### src/design/flash_host_pkg.sv
// Contract
// - host waits the recovery time after reset release before reading.
// - host reissues any program or erase cut off by hardware reset; the controller does not reissue, the user must.
// - word program needs the three-cycle unlock prefix first.
// - erase needs the complete six-cycle command sequence.
// - upper data lines are ignored in commands but host drives them valid.
// - query mode entry is the prefix ending with 98H at 555H.
// - host issues the exit command to leave query mode.
// - host programs user security half with its command, polls toggle bits only; the code does not poll, DONE_OUT follows the last write.
// - security mode entry is prefix ending with 88H at 555H, left by exit command.
package flash_host_pkg;
  localparam int CLK_MHZ = 25;
  localparam int PULSE_NS = 80;
  localparam int PULSE_CYC = (PULSE_NS * CLK_MHZ + 999) / 1000;
  localparam int RESET_PULSE_MIN_NS = 500;
  localparam int RESET_PULSE_CYC = (RESET_PULSE_MIN_NS * CLK_MHZ + 999) / 1000;
  localparam int RESET_RECOVERY_TIME_NS = 50;
  localparam int RECOVERY_CYC = (RESET_RECOVERY_TIME_NS * CLK_MHZ + 999) / 1000;
  localparam logic [10:0] ADDR_UNLOCK1 = 11'h555;
  localparam logic [10:0] ADDR_UNLOCK2 = 11'h2aa;
  localparam logic [7:0] DATA_UNLOCK1 = 8'haa;
  localparam logic [7:0] DATA_UNLOCK2 = 8'h55;
  localparam logic [7:0] CMD_PROGRAM = 8'ha0;
  localparam logic [7:0] CMD_ERASE_SETUP = 8'h80;
  localparam logic [7:0] CMD_SECTOR_ERASE = 8'h50;
  localparam logic [7:0] CMD_BLOCK_ERASE = 8'h30;
  localparam logic [7:0] CMD_CHIP_ERASE = 8'h10;
  localparam logic [7:0] CMD_SEC_PROGRAM = 8'ha5;
  localparam logic [7:0] CMD_SEC_LOCK = 8'h85;
  localparam logic [7:0] CMD_ID_ENTRY = 8'h90;
  localparam logic [7:0] CMD_QUERY_ENTRY = 8'h98;
  localparam logic [7:0] CMD_SEC_ENTRY = 8'h88;
  localparam logic [7:0] CMD_EXIT = 8'hf0;
  localparam logic [21:0] TOP_BLOCK_BASE = 22'h3f8000;
  localparam logic [21:0] BOTTOM_BLOCK_END = 22'h007fff;
  localparam logic [21:0] ADDR_MAKER = 22'h000000;
  localparam logic [21:0] ADDR_DEVICE = 22'h000001;
  localparam logic [21:0] ADDR_USER_SEC = 22'h000010;
  localparam logic [21:0] ADDR_LOCK = 22'h0000ff;
  localparam int LOCK_STATE_BIT = 3;
  localparam logic [15:0] SEC_LOCK_DATA = 16'h0000;
  // operation codes on the user port
  localparam logic [3:0] OP_READ = 4'h0;
  localparam logic [3:0] OP_PROGRAM = 4'h1;
  localparam logic [3:0] OP_SECTOR_ERASE = 4'h2;
  localparam logic [3:0] OP_BLOCK_ERASE = 4'h3;
  localparam logic [3:0] OP_CHIP_ERASE = 4'h4;
  localparam logic [3:0] OP_ID_ENTRY = 4'h5;
  localparam logic [3:0] OP_QUERY_ENTRY = 4'h6;
  localparam logic [3:0] OP_SEC_ENTRY = 4'h7;
  localparam logic [3:0] OP_EXIT = 4'h8;
  localparam logic [3:0] OP_SEC_PROGRAM = 4'h9;
  localparam logic [3:0] OP_SEC_LOCK = 4'ha;
  localparam logic [3:0] OP_HW_RESET = 4'hb;
  localparam logic [3:0] OP_SHORT_EXIT = 4'hc;
  typedef enum logic [2:0] {
    ST_IDLE = 3'b000,
    ST_SETUP = 3'b001,
    ST_STROBE = 3'b010,
    ST_HOLD = 3'b011,
    ST_RST_LOW = 3'b100,
    ST_RST_REC = 3'b101
  } state_t;
endpackage : flash_host_pkg

### src/design/flash_host_ctrl.sv
`timescale 1ns/100ps
`default_nettype none
module flash_host_ctrl (
  input wire logic CLK_IN,
  input wire logic RESET_IN,
  input wire logic REQ_IN,
  input wire logic [3:0] OP_IN,
  input wire logic [21:0] ADDR_IN,
  input wire logic [15:0] DATA_IN,
  output logic BUSY_OUT,
  output logic DONE_OUT,
  output logic [15:0] RDATA_OUT,
  output logic [21:0] FLASH_ADDR_OUT,
  output logic [15:0] FLASH_DQ_OUT,
  output logic FLASH_DQ_OE_OUT,
  input wire logic [15:0] FLASH_DQ_IN,
  output logic FLASH_CE_N_OUT,
  output logic FLASH_OE_N_OUT,
  output logic FLASH_WE_N_OUT,
  output logic FLASH_RST_N_OUT
);
  flash_host_pkg::state_t state_q;
  logic [2:0] cyc_q;
  logic [2:0] last_q;
  logic [7:0] cnt_q;
  logic [3:0] op_q;
  logic [21:0] addr_q;
  logic [15:0] data_q;
  logic rd_q;

  // one bus write of the sequence: address and 16-bit data word
  function automatic logic [37:0] seq_word(input logic [3:0] op, input logic [2:0] idx,
                                           input logic [21:0] a, input logic [15:0] d);
    logic [7:0] cmd;
    logic erase;
    cmd = 8'h00;
    erase = (op == flash_host_pkg::OP_SECTOR_ERASE) || (op == flash_host_pkg::OP_BLOCK_ERASE) ||
            (op == flash_host_pkg::OP_CHIP_ERASE);
    unique case (op)
      flash_host_pkg::OP_PROGRAM: cmd = flash_host_pkg::CMD_PROGRAM;
      flash_host_pkg::OP_SEC_PROGRAM: cmd = flash_host_pkg::CMD_SEC_PROGRAM;
      flash_host_pkg::OP_SEC_LOCK: cmd = flash_host_pkg::CMD_SEC_LOCK;
      flash_host_pkg::OP_ID_ENTRY: cmd = flash_host_pkg::CMD_ID_ENTRY;
      flash_host_pkg::OP_QUERY_ENTRY: cmd = flash_host_pkg::CMD_QUERY_ENTRY;
      flash_host_pkg::OP_SEC_ENTRY: cmd = flash_host_pkg::CMD_SEC_ENTRY;
      flash_host_pkg::OP_EXIT: cmd = flash_host_pkg::CMD_EXIT;
      default: cmd = flash_host_pkg::CMD_ERASE_SETUP;
    endcase
    if (op == flash_host_pkg::OP_SHORT_EXIT || op == flash_host_pkg::OP_READ) begin
      // reads and the one-cycle exit go straight to the target
      seq_word = {a, 8'h00, flash_host_pkg::CMD_EXIT};
    end else begin
      // prefix cycles, upper byte driven low
      unique case (idx)
        3'd0: seq_word = {11'h000, flash_host_pkg::ADDR_UNLOCK1, 8'h00, flash_host_pkg::DATA_UNLOCK1};
        3'd1, 3'd4: seq_word = {11'h000, flash_host_pkg::ADDR_UNLOCK2, 8'h00, flash_host_pkg::DATA_UNLOCK2};
        3'd2: seq_word = {11'h000, flash_host_pkg::ADDR_UNLOCK1, 8'h00, cmd};
        3'd3: begin
          // fourth write: second prefix for erase, payload otherwise
          if (erase) begin
            seq_word = {11'h000, flash_host_pkg::ADDR_UNLOCK1, 8'h00, flash_host_pkg::DATA_UNLOCK1};
          end else if (op == flash_host_pkg::OP_SEC_LOCK) begin
            seq_word = {a, flash_host_pkg::SEC_LOCK_DATA};
          end else begin
            seq_word = {a, d};
          end
        end
        default: begin
          if (op == flash_host_pkg::OP_SECTOR_ERASE) begin
            seq_word = {a, 8'h00, flash_host_pkg::CMD_SECTOR_ERASE};
          end else if (op == flash_host_pkg::OP_BLOCK_ERASE) begin
            seq_word = {a, 8'h00, flash_host_pkg::CMD_BLOCK_ERASE};
          end else begin
            seq_word = {11'h000, flash_host_pkg::ADDR_UNLOCK1, 8'h00, flash_host_pkg::CMD_CHIP_ERASE};
          end
        end
      endcase
    end
  endfunction : seq_word

  // number of bus cycles minus one for an operation
  function automatic logic [2:0] seq_last(input logic [3:0] op);
    unique case (op)
      flash_host_pkg::OP_READ, flash_host_pkg::OP_SHORT_EXIT: seq_last = 3'd0;
      // program, security program, lock-out: prefix plus data
      flash_host_pkg::OP_PROGRAM, flash_host_pkg::OP_SEC_PROGRAM,
      flash_host_pkg::OP_SEC_LOCK: seq_last = 3'd3;
      // erase is always the full six writes
      flash_host_pkg::OP_SECTOR_ERASE, flash_host_pkg::OP_BLOCK_ERASE,
      flash_host_pkg::OP_CHIP_ERASE: seq_last = 3'd5;
      default: seq_last = 3'd2;
    endcase
  endfunction : seq_last

  logic [37:0] word_d;
  assign word_d = seq_word(op_q, cyc_q, addr_q, data_q);

  always_ff @(posedge CLK_IN or posedge RESET_IN) begin
    if (RESET_IN) begin
      state_q <= flash_host_pkg::ST_IDLE;
      cyc_q <= 3'd0;
      last_q <= 3'd0;
      cnt_q <= 8'h00;
      op_q <= 4'h0;
      addr_q <= 22'h000000;
      data_q <= 16'h0000;
      rd_q <= 1'b0;
    end else begin
      unique case (state_q)
        flash_host_pkg::ST_IDLE: begin
          // pin high a cycle first, else select follows reset too soon
          if (REQ_IN && FLASH_RST_N_OUT) begin
            op_q <= OP_IN;
            addr_q <= ADDR_IN;
            data_q <= DATA_IN;
            cyc_q <= 3'd0;
            last_q <= seq_last(OP_IN);
            rd_q <= (OP_IN == flash_host_pkg::OP_READ);
            cnt_q <= 8'h00;
            // hold reset pin low for the minimum pulse
            state_q <= (OP_IN == flash_host_pkg::OP_HW_RESET) ? flash_host_pkg::ST_RST_LOW
                                                               : flash_host_pkg::ST_SETUP;
          end
        end
        flash_host_pkg::ST_SETUP: begin
          state_q <= flash_host_pkg::ST_STROBE;
          cnt_q <= 8'h00;
        end
        flash_host_pkg::ST_STROBE: begin
          // strobe kept far above the glitch width
          if (cnt_q == 8'(flash_host_pkg::PULSE_CYC - 1)) begin
            state_q <= flash_host_pkg::ST_HOLD;
          end else begin
            cnt_q <= cnt_q + 8'h01;
          end
        end
        flash_host_pkg::ST_HOLD: begin
          if (cyc_q == last_q) begin
            state_q <= flash_host_pkg::ST_IDLE;
          end else begin
            cyc_q <= cyc_q + 3'd1;
            state_q <= flash_host_pkg::ST_SETUP;
          end
        end
        flash_host_pkg::ST_RST_LOW: begin
          if (cnt_q == 8'(flash_host_pkg::RESET_PULSE_CYC - 1)) begin
            cnt_q <= 8'h00;
            state_q <= flash_host_pkg::ST_RST_REC;
          end else begin
            cnt_q <= cnt_q + 8'h01;
          end
        end
        flash_host_pkg::ST_RST_REC: begin
          // recovery wait; user reissues cut work
          if (cnt_q == 8'(flash_host_pkg::RECOVERY_CYC - 1)) begin
            state_q <= flash_host_pkg::ST_IDLE;
          end else begin
            cnt_q <= cnt_q + 8'h01;
          end
        end
        default: state_q <= flash_host_pkg::ST_IDLE;
      endcase
    end
  end

  // pin drive; write only with select low, output enable high
  always_ff @(posedge CLK_IN or posedge RESET_IN) begin
    if (RESET_IN) begin
      FLASH_ADDR_OUT <= 22'h000000;
      FLASH_DQ_OUT <= 16'h0000;
      FLASH_DQ_OE_OUT <= 1'b0;
      FLASH_CE_N_OUT <= 1'b1;
      FLASH_OE_N_OUT <= 1'b1;
      FLASH_WE_N_OUT <= 1'b1;
      FLASH_RST_N_OUT <= 1'b0;
    end else begin
      FLASH_RST_N_OUT <= (state_q != flash_host_pkg::ST_RST_LOW);
      FLASH_ADDR_OUT <= word_d[37:16];
      FLASH_DQ_OUT <= word_d[15:0];
      FLASH_DQ_OE_OUT <= !rd_q && (state_q == flash_host_pkg::ST_SETUP || state_q == flash_host_pkg::ST_STROBE);
      FLASH_CE_N_OUT <= !(state_q == flash_host_pkg::ST_SETUP || state_q == flash_host_pkg::ST_STROBE);
      FLASH_OE_N_OUT <= !(rd_q && state_q == flash_host_pkg::ST_STROBE);
      FLASH_WE_N_OUT <= !(!rd_q && state_q == flash_host_pkg::ST_STROBE);
    end
  end

  // user answer; data sampled at the end of the read strobe
  always_ff @(posedge CLK_IN or posedge RESET_IN) begin
    if (RESET_IN) begin
      BUSY_OUT <= 1'b0;
      DONE_OUT <= 1'b0;
      RDATA_OUT <= 16'h0000;
    end else begin
      BUSY_OUT <= (state_q != flash_host_pkg::ST_IDLE) || (REQ_IN && FLASH_RST_N_OUT);
      DONE_OUT <= (state_q == flash_host_pkg::ST_HOLD && cyc_q == last_q) ||
                  (state_q == flash_host_pkg::ST_RST_REC && cnt_q == 8'(flash_host_pkg::RECOVERY_CYC - 1));
      if (rd_q && state_q == flash_host_pkg::ST_HOLD) begin
        RDATA_OUT <= FLASH_DQ_IN;
      end
    end
  end
endmodule : flash_host_ctrl
`default_nettype wire

### config.mk
export PLATFORM = sky130hd
export DESIGN_NAME = flash_host_ctrl
export DESIGN_NICKNAME = d
export VERILOG_FILES = /design/src/design/flash_host_pkg.sv /design/src/design/flash_host_ctrl.sv
export SDC_FILE = /design/constraint.sdc
export NUM_CORES = 1
export LEC_CHECK = 0
export ABC_CLOCK_PERIOD_IN_PS = 7350
export BUFFER_PORTS_ARGS = -buffer_cell sky130_fd_sc_hd__buf_2
export CORE_UTILIZATION = 27
export DETAILED_ROUTE_END_ITERATION = 8
export PLACE_DENSITY = 0.56
export SYNTH_ARGS = -nofsm -noshare
export SYNTH_HDL_FRONTEND = slang
export SYNTH_SLANG_ARGS = --single-unit
### constraint.sdc
create_clock -name CLK_IN -period 7.35 [get_ports CLK_IN]
set_input_delay 1.1025 -clock CLK_IN [delete_from_list [all_inputs] [get_ports CLK_IN]]
set_output_delay 1.1025 -clock CLK_IN [all_outputs]
set_load 0.02 [all_outputs]
==> key figures, run 1 <==
Setup path
  • Critical Path AT: around 1.1 ns
  • Reg2reg end: RDATA_OUT[4]$_DFFE_PP0P_
  • Largest delay share family, worst path: flip-flops
  • R2R Setup Slk: between 5 and 6 ns
  • Worst r2r src: state_q[1]$_DFFE_PP0P_
  • CP Class: register to output pin
  • Crit end category: output pin
  • CP peak stage delay: 0.52 ns
  • CP Max Fanout: 1
  • Worst path required time: 6.25 ns
  • Reg2Reg Depth: 4
  • Crit-path slowest cell: dfstp_2
  • Crit path buf inv count: 1
  • Critical-path cell list: buf_2
  • CP Launch Type: register

GRT
  • First-pass GRT wire length: about 19,000 um
  • GRT Overall Usage: 0.1239
  • Antenna violations before repair: 3
  • Pin count of the biggest net entering global routing: 62
  • Vias in the first global route: about 3.6k
  • Final global-route overflow total: 0

Clocking
  • Total setup buffers inserted after CTS: 0
  • Clock Sinks: approximately 120
  • TritonCTS Buffers: 17
  • CTS root buffer: clkbuf_16
  • CTS HTree Levels: 4
  • Skew-Pair Late Insertion Delay: roughly 0.41 ns
  • CTS tree: yes
  • Cts-stage hold buffer count: 0
  • Reg clk slew, reported paths: 0.05 ns
  • Max Root-Sink Buffers: 2
  • Resized cells post-CTS: 0

Final layout
  • # diodes: 0
  • Area grow syn2layout: 28.31%
  • Fin nets: approximately 600
  • Fraction of layout cells with a size suffix above 1: 0.4164
  • Post-route non-filler standard cell count: 784

Synth
  • Seq/Total Area, Yosys: 0.5853
  • Synthesized area: roughly 5200 um^2
  • Post-Synthesis Cells: between 400 and 500
  • Post-synth EDFFs: 0
  • Mapped Nets: approximately 480
  • Asr flop ratio synth: 1.000
  • #FFs+latches synth: roughly 120
  • Netlist cell types: 54
  • Warnings from Yosys: 0
  • Top_reg_cell synth: dfrtp_1
  • Synthesized area per cell: ~13 um^2

Placed design
  • Dpl hpwl: slightly above 8000 um
  • Inst Count DP: 752
  • Final weighted congestion in routability-driven placement: 0.8215
  • Input/output buffers: roughly 120

Floorplan
  • Core area: around 19,000 um^2
  • Initial Util: 0.2760
  • Num rows: 50
  • Ports: between 100 and 150
  • Die area: slightly below 20,000 um^2
  • Height of the die: ~140 um
  • Die Width: 140.5 um

Drt
  • Vias/cell: between 4 and 5
  • DRT Pass-1 Iters: 4
  • Total number of vias: around 3.5k
  • Drt first-iter violations: 162
  • Wirelength per Cell: approximately 14 um
  • Final wirelength: about 11,000 um
  • ANT nets after route: 0
  • Drt drc: 0

Timing
  • Clk_skew: around 0.006 ns
  • Hold_ws: 0.4715 ns
  • Crit path time final: approximately 2.2 ns
  • Final Cycle Share: 0.2955
  • RSZ-0062 raised after global routing: no
  • Final Max Tran Viols: 0
  • TNS Setup: 0 ns
  • Fmax: 460.4 MHz
  • Slew HR: 0.4798
  • Worst-margin pin slew: slightly below 0.8 ns
  • Final hold violation count: 0
  • Final setup fails: 0

Worst hold path
  • Hold EP: FLASH_DQ_OUT[13]$_DFF_PP0_
  • Hold Path Stages: 1
  • HP Class: register to register
  • Min-delay src: data_q[13]$_DFFE_PP0P_

Flow run
  • Max-cap viol count: 0

Pwr
  • Total power: 3.040 mW
  • Pleak: 3.137 nW
  • Pwr Density: 457.4 nW/um^2
  • Peak supply drop: 120.3 uV

Outcome
  • Outcome: completed
layout by cell type (no fill, tap or decap), types with 6 or more instances in the layout:
cell type | Yosys | final
nand2b_1 | 7 | 7
mux2i_1 | 6 | 6
a21o_1 | 6 | 6
o21ai_0 | 13 | 13
clkbuf_16 | 0 | 17
nor2_1 | 15 | 15
and2_1 | 23 | 23
inv_1 | 13 | 12
o21a_1 | 8 | 8
nor2b_1 | 12 | 12
nand2_1 | 25 | 25
a21oi_1 | 12 | 12
mux2_2 | 59 | 59
buf_2 | 10 | 121
ha_1 | 11 | 11
dfrtp_1 | 118 | 118
worst max-delay path by stage:
stage | start | endpoint | slack (ns) | depth (start not counted)
after global placement | RESET_IN | RDATA_OUT[3]$_DFFE_PP0P_ | 4.78 | 3
after global routing | RESET_IN | RDATA_OUT[3]$_DFFE_PP0P_ | 4.97 | 3
after floorplan | RESET_IN | BUSY_OUT$_DFF_PP0_ | 3.04 | 1
after detailed placement | RESET_IN | RDATA_OUT[5]$_DFFE_PP0P_ | 4.71 | 3
final | FLASH_OE_N_OUT$_DFF_PP1_ | FLASH_OE_N_OUT | 5.18 | 1
after CTS | RESET_IN | FLASH_DQ_OUT[12]$_DFF_PP0_ | 5.15 | 3
cell families (layout without fill, tap and decap cells):
kind of cell	count (synthesis)	in the layout	synth area share
muxes	65	65	0.1399
xor gates and xnor gates	7	7	0.01184
AOI/OAI and AO/OA	62	62	0.08454
buffers and inverters	28	168	0.02415
and+or+nand+nor	116	116	0.1278
DFF	121	121	0.5853
adders and majority gates	11	11	0.02657
metrics by stage:
| stage | util | setup slack [ns] | instance area (um^2) |
|---|---|---|---|
| 2_1_floorplan | - | 3.038 | 5180 |
| 3_3_place_gp | 0.3210 | 4.781 | 6025 |
| 3_5_place_dp | 0.3210 | 4.705 | 6025 |
| 4_1_cts | 0.3541 | 5.147 | 6646 |
| 5_1_grt | 0.3541 | 4.965 | 6646 |
| 6_report | 0.3541 | 5.178 | 6646 |
state kept, by name, summed over array words and instances (netlist names), 3 cells and up:
register,count
FLASH_ADDR_OUT,22
op_q,4
RDATA_OUT,16
cnt_q,8
FLASH_DQ_OUT,16
data_q,16
state_q,3
addr_q,22
last_q,3
cyc_q,3
layer usage:
layer  track usage  share of wire
met1        0.1434           0.42
met3       0.05060          0.082
met2        0.2013           0.48
met4       0.05549          0.015
met5             0         0.0020
synth_stat cells (all sizes together) (2+ instances only):
| cell type | count | area [um^2] |
|---|---|---|
| dfrtp | 118 | 2953 |
| mux2 | 59 | 664.4 |
| nand2 | 25 | 93.84 |
| and2 | 23 | 143.9 |
| nor2 | 17 | 68.81 |
| inv | 13 | 48.80 |
| o21ai | 13 | 65.06 |
| a21oi | 12 | 60.06 |
| nor2b | 12 | 75.07 |
| buf | 11 | 61.31 |
| ha | 11 | 137.6 |
| o21a | 8 | 60.06 |
| nand2b | 7 | 43.79 |
| a21o | 6 | 45.04 |
| mux2i | 6 | 60.06 |
| nand3 | 5 | 30.03 |
| nand4 | 5 | 31.28 |
| nor3 | 5 | 25.02 |
| xor2 | 5 | 43.79 |
| clkbuf | 4 | 15.01 |
| o21bai | 4 | 30.03 |
| dfstp | 3 | 78.83 |
| nand3b | 3 | 22.52 |
| o31ai | 3 | 22.52 |
| a21boi | 2 | 15.02 |
| a221oi | 2 | 35.04 |
| a22oi | 2 | 15.01 |
| a41oi | 2 | 17.52 |
| and2b | 2 | 15.01 |
| and3 | 2 | 13.77 |
| nand4b | 2 | 23.77 |
| nor4 | 2 | 33.78 |
| or2 | 2 | 12.52 |
| or3 | 2 | 12.51 |
| xnor2 | 2 | 17.52 |
worst register-to-register path, cell delays in order, from the launching register on:
cell and delay, ns:
dfrtp_1 0.56, inv_1 0.17, nor2_2 0.20, nand3_1 0.58, mux2_2 0.52
report_power, final:
group / switching (mW) / leakage, nW / internal [mW] / total [mW]
clock network: 0.303 / 0.292 / 0.554 / 0.857
registers: 0.171 / 1.48 / 0.950 / 1.12
logic: 0.591 / 1.37 / 0.470 / 1.06
total: 1.07 / 3.14 / 1.97 / 3.04
layout make-up:
class / instances / area (um^2)
fillers: 1839 / 12120
repair buffers: 123 / 620.6
multi-input cells: 261 / 2028
clock inverters: 13 / 168.9
flip-flops and latches: 121 / 3032
clock buffers: 19 / 452.9
inverters: 13 / 51.30
well taps: 234 / 292.8
No activity file was read; power rests on OpenSTA's default activity.
==> run 2: changes to the inputs <==
Settings changed: ABC_AREA set to 1, ABC_CLOCK_PERIOD_IN_PS 7350 to 2100.
Clock period 7.35 ns to 2.1 ns, I/O delays scaled along.
==> run 2 against run 1 <==
Net effect: critical path depth rose by 6; setup slack got worse by 4.8 ns; first-iteration DRC count rose by 30%; combinational power rose to 3.9 times the previous value; global-route usage rose by 1.0 points; sequential power rose to 3.4 times the previous value; highest routed layer is now met4; synthesized area rose by 4.5%; hold slack got worse by 0.37 ns; total power rose to 3.6 times the previous value.
==> key figures, run 2 <==
GRT
  • GRT Overall Usage: 0.1340 (+0.01010)
  • Pin count of the biggest net entering global routing: 58 (-6.5%)
  • Vias in the first global route: 4,301 (+19%)
  • Antenna violations before repair: 1 (-2)
  • First-pass GRT wire length: 21,130 um (+13%)
  • Final global-route overflow total: 0 (unchanged)

Synth
  • Top_reg_cell synth: dfrtp_1
  • Mapped Nets: 706 (+46%)
  • Largest area contributor in the netlist: dfrtp_1
  • Post-synth EDFFs: 0 (unchanged)
  • Synthesized area per cell: 8.541 um^2 (-32%)
  • Post-synth top area share: 0.5453 (-0.02476)
  • Area contributors post-synth: dfrtp_1 (55%), nand2_1 (19%), inv_1 (3.5%), nand3_1 (3.4%), ha_1 (2.5%)
  • Most numerous cell in the Yosys netlist: nand2_1
  • Seq/Total Area, Yosys: 0.5598 (-0.02542)
  • Netlist cell types: 35 (-35%)
  • Synthesized area: 5415 um^2 (+4.5%)
  • Asr flop ratio synth: 1.000 (unchanged)
  • Warnings from Yosys: 0 (unchanged)
  • #FFs+latches synth: 121 (unchanged)
  • Post-Synthesis Cells: 634 (+55%)
  • Commonest cells post-synth: nand2_1 (271), dfrtp_1 (118), inv_1 (51)

Flow run
  • Max-cap viol count: 0 (unchanged)

Pwr
  • Peak supply drop: 532.9 uV (+340%)
  • Pleak: 3.761 nW (+20%)
  • Pwr Density: 1571 nW/um^2 (+240%)

Drt
  • DRT Pass-1 Iters: 4 (unchanged)
  • ANT nets after route: 0 (unchanged)
  • Drt first-iter violations: 211 (+30%)
  • Wirelength per Cell: 12.38 um (-14%)
  • Final wirelength: 12,920 um (+14%)
  • Total number of vias: 4,410 (+24%)
  • Vias/cell: 4.224 (-6.5%)
  • Drt drc: 0 (unchanged)

Clocking
  • Skew-Pair Late Insertion Delay: 0.41 ns (about the same)
  • TritonCTS Buffers: 17 (unchanged)
  • CTS root buffer: clkbuf_16
  • Max Root-Sink Buffers: 2 (unchanged)
  • Clock Sinks: 121 (unchanged)
  • CTS tree: yes
  • Reg clk slew, reported paths: 0.06 ns (about the same)
  • CTS HTree Levels: 4 (unchanged)
  • Total setup buffers inserted after CTS: 0 (unchanged)

Timing
  • Slew HR: 0.4612 (-0.01858)
  • Final hold violation count: 0 (unchanged)
  • TNS Setup: 0 ns (unchanged)
  • Worst-margin pin slew: 0.8071 ns (+0.02888 ns)
  • Final setup fails: 0 (unchanged)
  • Final Cycle Share: 0.8416
  • Crit path time final: between 1.5 and 2 ns
  • RSZ-0062 raised after global routing: no
  • Clk_skew: 0.007324 ns (+0.001148 ns)
  • Final Max Tran Viols: 0 (unchanged)
  • Fmax: approximately 570 MHz

Final layout
  • Fin util: 0.3555 (+0.001363)
  • Fin nets: 838 (+38%)
  • Layout filler cell count: 2,092 (+14%)
  • Most frequent cells in the layout: nand2_1 (271), buf_2 (121), dfrtp_1 (118)
  • Area grow syn2layout: 28.60%
  • Largest regs: FLASH_ADDR_OUT (22), addr_q (22)
  • Most common library cell in the layout ignoring fill and taps: nand2_1
  • Multi-input gate area: 2066 um^2 (+1.9%)
  • Fraction of layout cells with a size suffix above 1: 0.2455 (-0.1709)
  • Seq. cell area: 3032 um^2 (unchanged)

Placed design
  • Dpl hpwl: 8809 um (+8.6%)
  • Input/output buffers: 121 (unchanged)
  • Final weighted congestion in routability-driven placement: 0.7711 (-6.1%)

Floorplan
  • Die area: 20,630 um^2 (+4.5%)
  • Height of the die: 143.6 um (+2.2%)
  • Die Width: 143.6 um (+2.2%)
  • Initial Util: 0.2764 (+0.0004259)
  • Core area: 19,590 um^2 (+4.4%)
  • Ports: 122 (unchanged)
  • Num rows: 51 (+2.0%)

Setup path
  • Reg2Reg Depth: 7 (+3)
  • R2R Setup Slk: 0.33 ns (-4.86 ns)
  • Critical-path cell list: inv_2, nand2_1, inv_2, nand2_2, nor2_4, inv_2, o21ai_0
  • Crit-path slowest cell: inv_2
  • Worst path required time: 2.35 ns (-3.90 ns)
  • CP Class: register to register
  • Crit end category: register
  • Reg2reg end: last_q[1]$_DFFE_PP0P_
  • CP Launch Type: register
  • Largest delay share family, worst path: buffers and inverters
  • Crit path buf inv count: 3 (+2)
  • CP peak stage delay: 0.58 ns (+0.06 ns)
  • Worst r2r src: state_q[0]$_DFFE_PP0P_
  • Critical Path AT: 2.02 ns (+0.95 ns)
  • Most common cell on crit path: inv_2
  • CP Max Fanout: 45 (+44)

Worst hold path
  • HP Class: primary input to register
  • Hold Path Stages: 3 (+2)
  • Hold EP: addr_q[18]$_DFFE_PP0P_
  • Min-delay src: ADDR_IN[18]

Outcome
  • Outcome: completed
==> run 2: worst min-delay path, delay by kind of cell <==
family        cells  cell delay [ns]
buf+inv           1             0.07
simple gates      2             0.09
==> run 2: cell families after synthesis <==
group	synth area share
compound gates	0.04482
xor+xnor	0.009706
fa+ha+maj	0.02542
buf+inv	0.05868
flops	0.5598
simple gates	0.3015
==> run 2: layout make-up <==
| class | instances | share of cell area |
|---|---|---|
| diodes | 1 | 0.0003593 |
| clock buffers | 19 | 0.06504 |
| clock inverters | 12 | 0.02156 |
| inverters | 60 | 0.03324 |
| multi-input cells | 438 | 0.2966 |
| flip-flops and latches | 121 | 0.4353 |
| well taps | 265 | 0.04761 |
| repair buffers | 128 | 0.1003 |
==> run 2: timing repair <==
item                                   CTS  global route
gates resized for setup                  0             0
endpoints found under the hold margin   15             0
hold buffers                             1             0
==> run 2: through the flow <==
stage | instances | setup WS, ns | hold WS, ns | power, mW | instance area, um^2
floorplan | 634 | 0.3041 | 0.4316 | 6.784 | 5419
global placement | 1011 | 0.3294 | 0.3578 | 7.986 | 6349
detailed placement | 1011 | 0.2754 | 0.3515 | 8.061 | 6349
CTS | 1043 | 0.2507 | 0.07655 | 11.15 | 6962
global route | 1043 | 0.09440 | 0.09471 | 11.87 | 6962
finish | 1044 | 0.3327 | 0.1001 | 10.94 | 6964
==> run 2: how the worst max path moves through the flow <==
stage          cells after the start  slack (ns)                   start                     to
2_1_floorplan                      1        0.30                RESET_IN     BUSY_OUT$_DFF_PP0_
3_3_place_gp                       7        0.33  state_q[1]$_DFFE_PP0P_  last_q[1]$_DFFE_PP0P_
3_5_place_dp                       7        0.28  state_q[1]$_DFFE_PP0P_  last_q[1]$_DFFE_PP0P_
4_1_cts                            7        0.25  state_q[0]$_DFFE_PP0P_  last_q[1]$_DFFE_PP0P_
5_1_grt                            7        0.09  state_q[0]$_DFFE_PP0P_  last_q[1]$_DFFE_PP0P_
6_report                           7        0.33  state_q[0]$_DFFE_PP0P_  last_q[1]$_DFFE_PP0P_
==> run 2: power breakdown <==
group	internal (mW)	switching (mW)
sequential	3.26	0.539
combinational	1.33	2.81
clock	1.92	1.08
==> run 2: routing by layer <==
layer  wire, um  track usage  share of wire
met5          0            0              0
met1       6034       0.1666           0.47
met2       6097       0.2190           0.47
met4        209      0.05487          0.016
met3        580      0.03665          0.045
==> run 3: changes to the inputs <==
Settings changed: ABC_CLOCK_PERIOD_IN_PS 2100 to 1600, PLACE_DENSITY 0.56 to 0.57.
Clock period 2.1 ns to 1.6 ns, I/O delays scaled along.
==> run 3 against run 2 <==
Net effect: cell count is 2.6% higher; combinational power grew 50%; clock skew rose by 0.0011 ns; critical endpoint is now FLASH_ADDR_OUT[4]$_DFF_PP0_; largest cell class unchanged.
==> key figures, run 3 (same netlist as run 2, synthesis figures left out) <==
Outcome
  • Outcome: completed

Setup path
  • Reg2reg end: FLASH_ADDR_OUT[4]$_DFF_PP0_
  • Worst r2r src: cyc_q[0]$_DFFE_PP0P_
  • Worst path required time: 1.90 ns (-0.45 ns)
  • Largest delay share family, worst path: flip-flops
  • CP Launch Type: register
  • R2R Setup Slk: 0.07 ns (-0.27 ns)
  • CP peak stage delay: 0.42 ns (-0.16 ns)
  • Reg2Reg Depth: 9 (+2)
  • Crit end category: register
  • Crit-path slowest cell: dfrtp_1
  • Critical Path AT: 1.84 ns (-0.18 ns)
  • CP Class: register to register
  • Crit path buf inv count: 3 (unchanged)
  • Critical-path cell list: buf_4, ha_1, a21oi_2, nand2_2, nand2_4, buf_6, nand3b_1, nand2_1, inv_1
  • CP Max Fanout: 5 (-89%)

Timing
  • Hold_ws: 0.02534 ns (-0.07479 ns)
  • Final setup fails: 0 (unchanged)
  • Fmax: 652.2 MHz (+15%)
  • Slew HR: 0.7487 (+0.2875)
  • Final Max Tran Viols: 0 (unchanged)
  • Final Cycle Share: 0.9583 (+0.1168)
  • RSZ-0062 raised after global routing: yes
  • Clk_skew: 0.008432 ns (+0.001108 ns)
  • TNS Setup: 0 ns (unchanged)
  • Crit path time final: 1.533 ns (-0.2339 ns)
  • Worst-margin pin slew: 0.3730 ns (-0.4340 ns)
  • Final hold violation count: 0 (unchanged)

Drt
  • ANT nets after route: 0 (unchanged)
  • Final wirelength: 13,220 um (+2.3%)
  • Wirelength per Cell: 12.34 um (-0.28%)
  • DRT Pass-1 Iters: 4 (unchanged)
  • Vias/cell: 4.176 (-1.2%)
  • Drt first-iter violations: 159 (-25%)
  • Total number of vias: 4,472 (+1.4%)
  • Drt drc: 0 (unchanged)

Clocking
  • CTS HTree Levels: 4 (unchanged)
  • Reg clk slew, reported paths: 0.06 ns (about the same)
  • Clock Sinks: 121 (unchanged)
  • TritonCTS Buffers: 17 (unchanged)
  • Max Root-Sink Buffers: 2 (unchanged)
  • CTS root buffer: clkbuf_16
  • Skew-Pair Late Insertion Delay: 0.41 ns (about the same)
  • CTS tree: yes

Floorplan
  • Height of the die: 143.6 um (unchanged)
  • Die area: 20,630 um^2 (unchanged)
  • Die Width: 143.6 um (unchanged)
  • Initial Util: 0.2764 (unchanged)
  • Core area: 19,590 um^2 (unchanged)
  • Ports: 122 (unchanged)
  • Num rows: 51 (unchanged)

Final layout
  • Most frequent cells in the layout: nand2_1 (269), buf_2 (121), dfrtp_1 (117)
  • Layout filler cell count: 2,022 (-3.3%)
  • Final Cell Area: 7223 um^2 (+3.7%)
  • Multi-input gate area: 2101 um^2 (+1.7%)
  • Area grow syn2layout: 33.39%
  • Fraction of layout cells with a size suffix above 1: 0.2758 (+0.03028)
  • Most common library cell in the layout ignoring fill and taps: nand2_1
  • Seq. cell area: 3033 um^2 (about the same)
  • Largest regs: FLASH_ADDR_OUT (22), addr_q (22)
  • Fin nets: 864 (+3.1%)

GRT
  • Met2 Resource Use GR: 0.2059 (-0.01303)
  • First-pass GRT wire length: 20,730 um (-1.9%)
  • GRT Overall Usage: 0.1320 (-0.002012)
  • GRT busiest layer: met2
  • Pin count of the biggest net entering global routing: 56 (-3.4%)
  • Grt met3 use: 0.03832 (+0.001666)
  • Final global-route overflow total: 0 (unchanged)
  • Vias in the first global route: 4,191 (-2.6%)
  • Antenna violations before repair: 1 (unchanged)
  • GR Util met1: 0.1715 (+0.004880)

Flow run
  • Max-cap viol count: 0 (unchanged)

Pwr
  • Pwr Density: 2074 nW/um^2 (+32%)
  • Sw Ratio: 0.3965 (-0.008253)
  • Total power: 14.98 mW (+37%)
  • Pleak: 3.897 nW (+3.6%)
  • Logic pwr share: 0.414 (+0.035)
  • Sequential power share: 0.330 (-0.018)
  • P_sw: 5.939 mW (+34%)
  • Peak supply drop: 873.7 uV (+64%)
  • Share of total power in the clock network: 0.256 (-0.018)
  • Int Power: 9.042 mW (+39%)

Placed design
  • Cell Area, Placed: 6519 um^2 (+2.7%)
  • Final weighted congestion in routability-driven placement: 0.7892 (+2.3%)
  • Input/output buffers: 121 (unchanged)
  • Dpl hpwl: 9128 um (+3.6%)

Worst hold path
  • Hold EP: addr_q[19]$_DFFE_PP0P_
  • HP Class: primary input to register
  • Hold Path Stages: 3 (unchanged)
  • Min-delay src: ADDR_IN[19]
## run 3: cell count changes in the layout (fill, tap and decap cells not counted), sizes merged
cell and change:
buf +25, clkbuf +6, clkinv -3, clkinvlp -1
## run 3: worst max path at each step
stage               cells after the start                 start                     endpoint  slack [ns]
global placement                        9  cyc_q[0]$_DFFE_PP0P_  FLASH_ADDR_OUT[7]$_DFF_PP0_        0.04
detailed placement                      9  cyc_q[0]$_DFFE_PP0P_  FLASH_ADDR_OUT[9]$_DFF_PP0_       -0.02
finish                                  9  cyc_q[0]$_DFFE_PP0P_  FLASH_ADDR_OUT[4]$_DFF_PP0_        0.07
floorplan                               1              RESET_IN           BUSY_OUT$_DFF_PP0_       -0.12
CTS                                     9  cyc_q[0]$_DFFE_PP0P_  FLASH_ADDR_OUT[4]$_DFF_PP0_       0.006
global route                            6  cyc_q[0]$_DFFE_PP0P_   FLASH_DQ_OUT[13]$_DFF_PP0_       -0.02
## run 3: area by class of cell
class                   count  area share
inverters                  60     0.03239
repair buffers            154      0.1301
clock buffers              24     0.06392
flip-flops and latches    121      0.4199
multi-input cells         438      0.2908
clock inverters             8     0.01663
diodes                      1   0.0003464
well taps                 265     0.04590
## run 3: power groups by stage
stage               Clock (mW)  Combinational, mW  Sequential, mW
CTS                       3.95               6.00            4.95
global placement             0               5.88            4.98
floorplan                    0               3.35            5.56
global route              4.07               7.03            5.10
detailed placement           0               5.94            4.98
finish                    3.83               6.20            4.95
## run 3: what timing repair did
| item | CTS | global route |
|---|---|---|
| buffers inserted | 1 | 5 |
| endpoints found under the setup margin | 20 | 41 |
| gates cloned | 0 | 1 |
| resized for setup | 2 | 14 |
| hold endpoints to repair | 118 | 0 |
| hold buffers | 1 | 0 |
| pin swaps | 2 | 2 |
## run 3: per-stage QoR
| stage | std cells | setup WS, ns | util |
|---|---|---|---|
| after floorplan | 634 | -0.1209 | - |
| after global placement | 1030 | 0.04422 | 0.3328 |
| after detailed placement | 1030 | -0.02115 | 0.3328 |
| after CTS | 1064 | 0.005513 | 0.3639 |
| after global routing | 1070 | -0.01943 | 0.3686 |
| final | 1071 | 0.06669 | 0.3687 |
## run 3: per-layer routing
metal  vias up  wire length [um]
li1       2297                 -
met1      2077              6271
met2        86              6208
met3        12               544
met4         0               193
met5         -                 0
## run 3: tightest hold or removal path, delay by kind of cell
| family | cells | cell delay (ns) |
|---|---|---|
| simple gates | 2 | 0.09 |
| buf+inv | 1 | 0.07 |
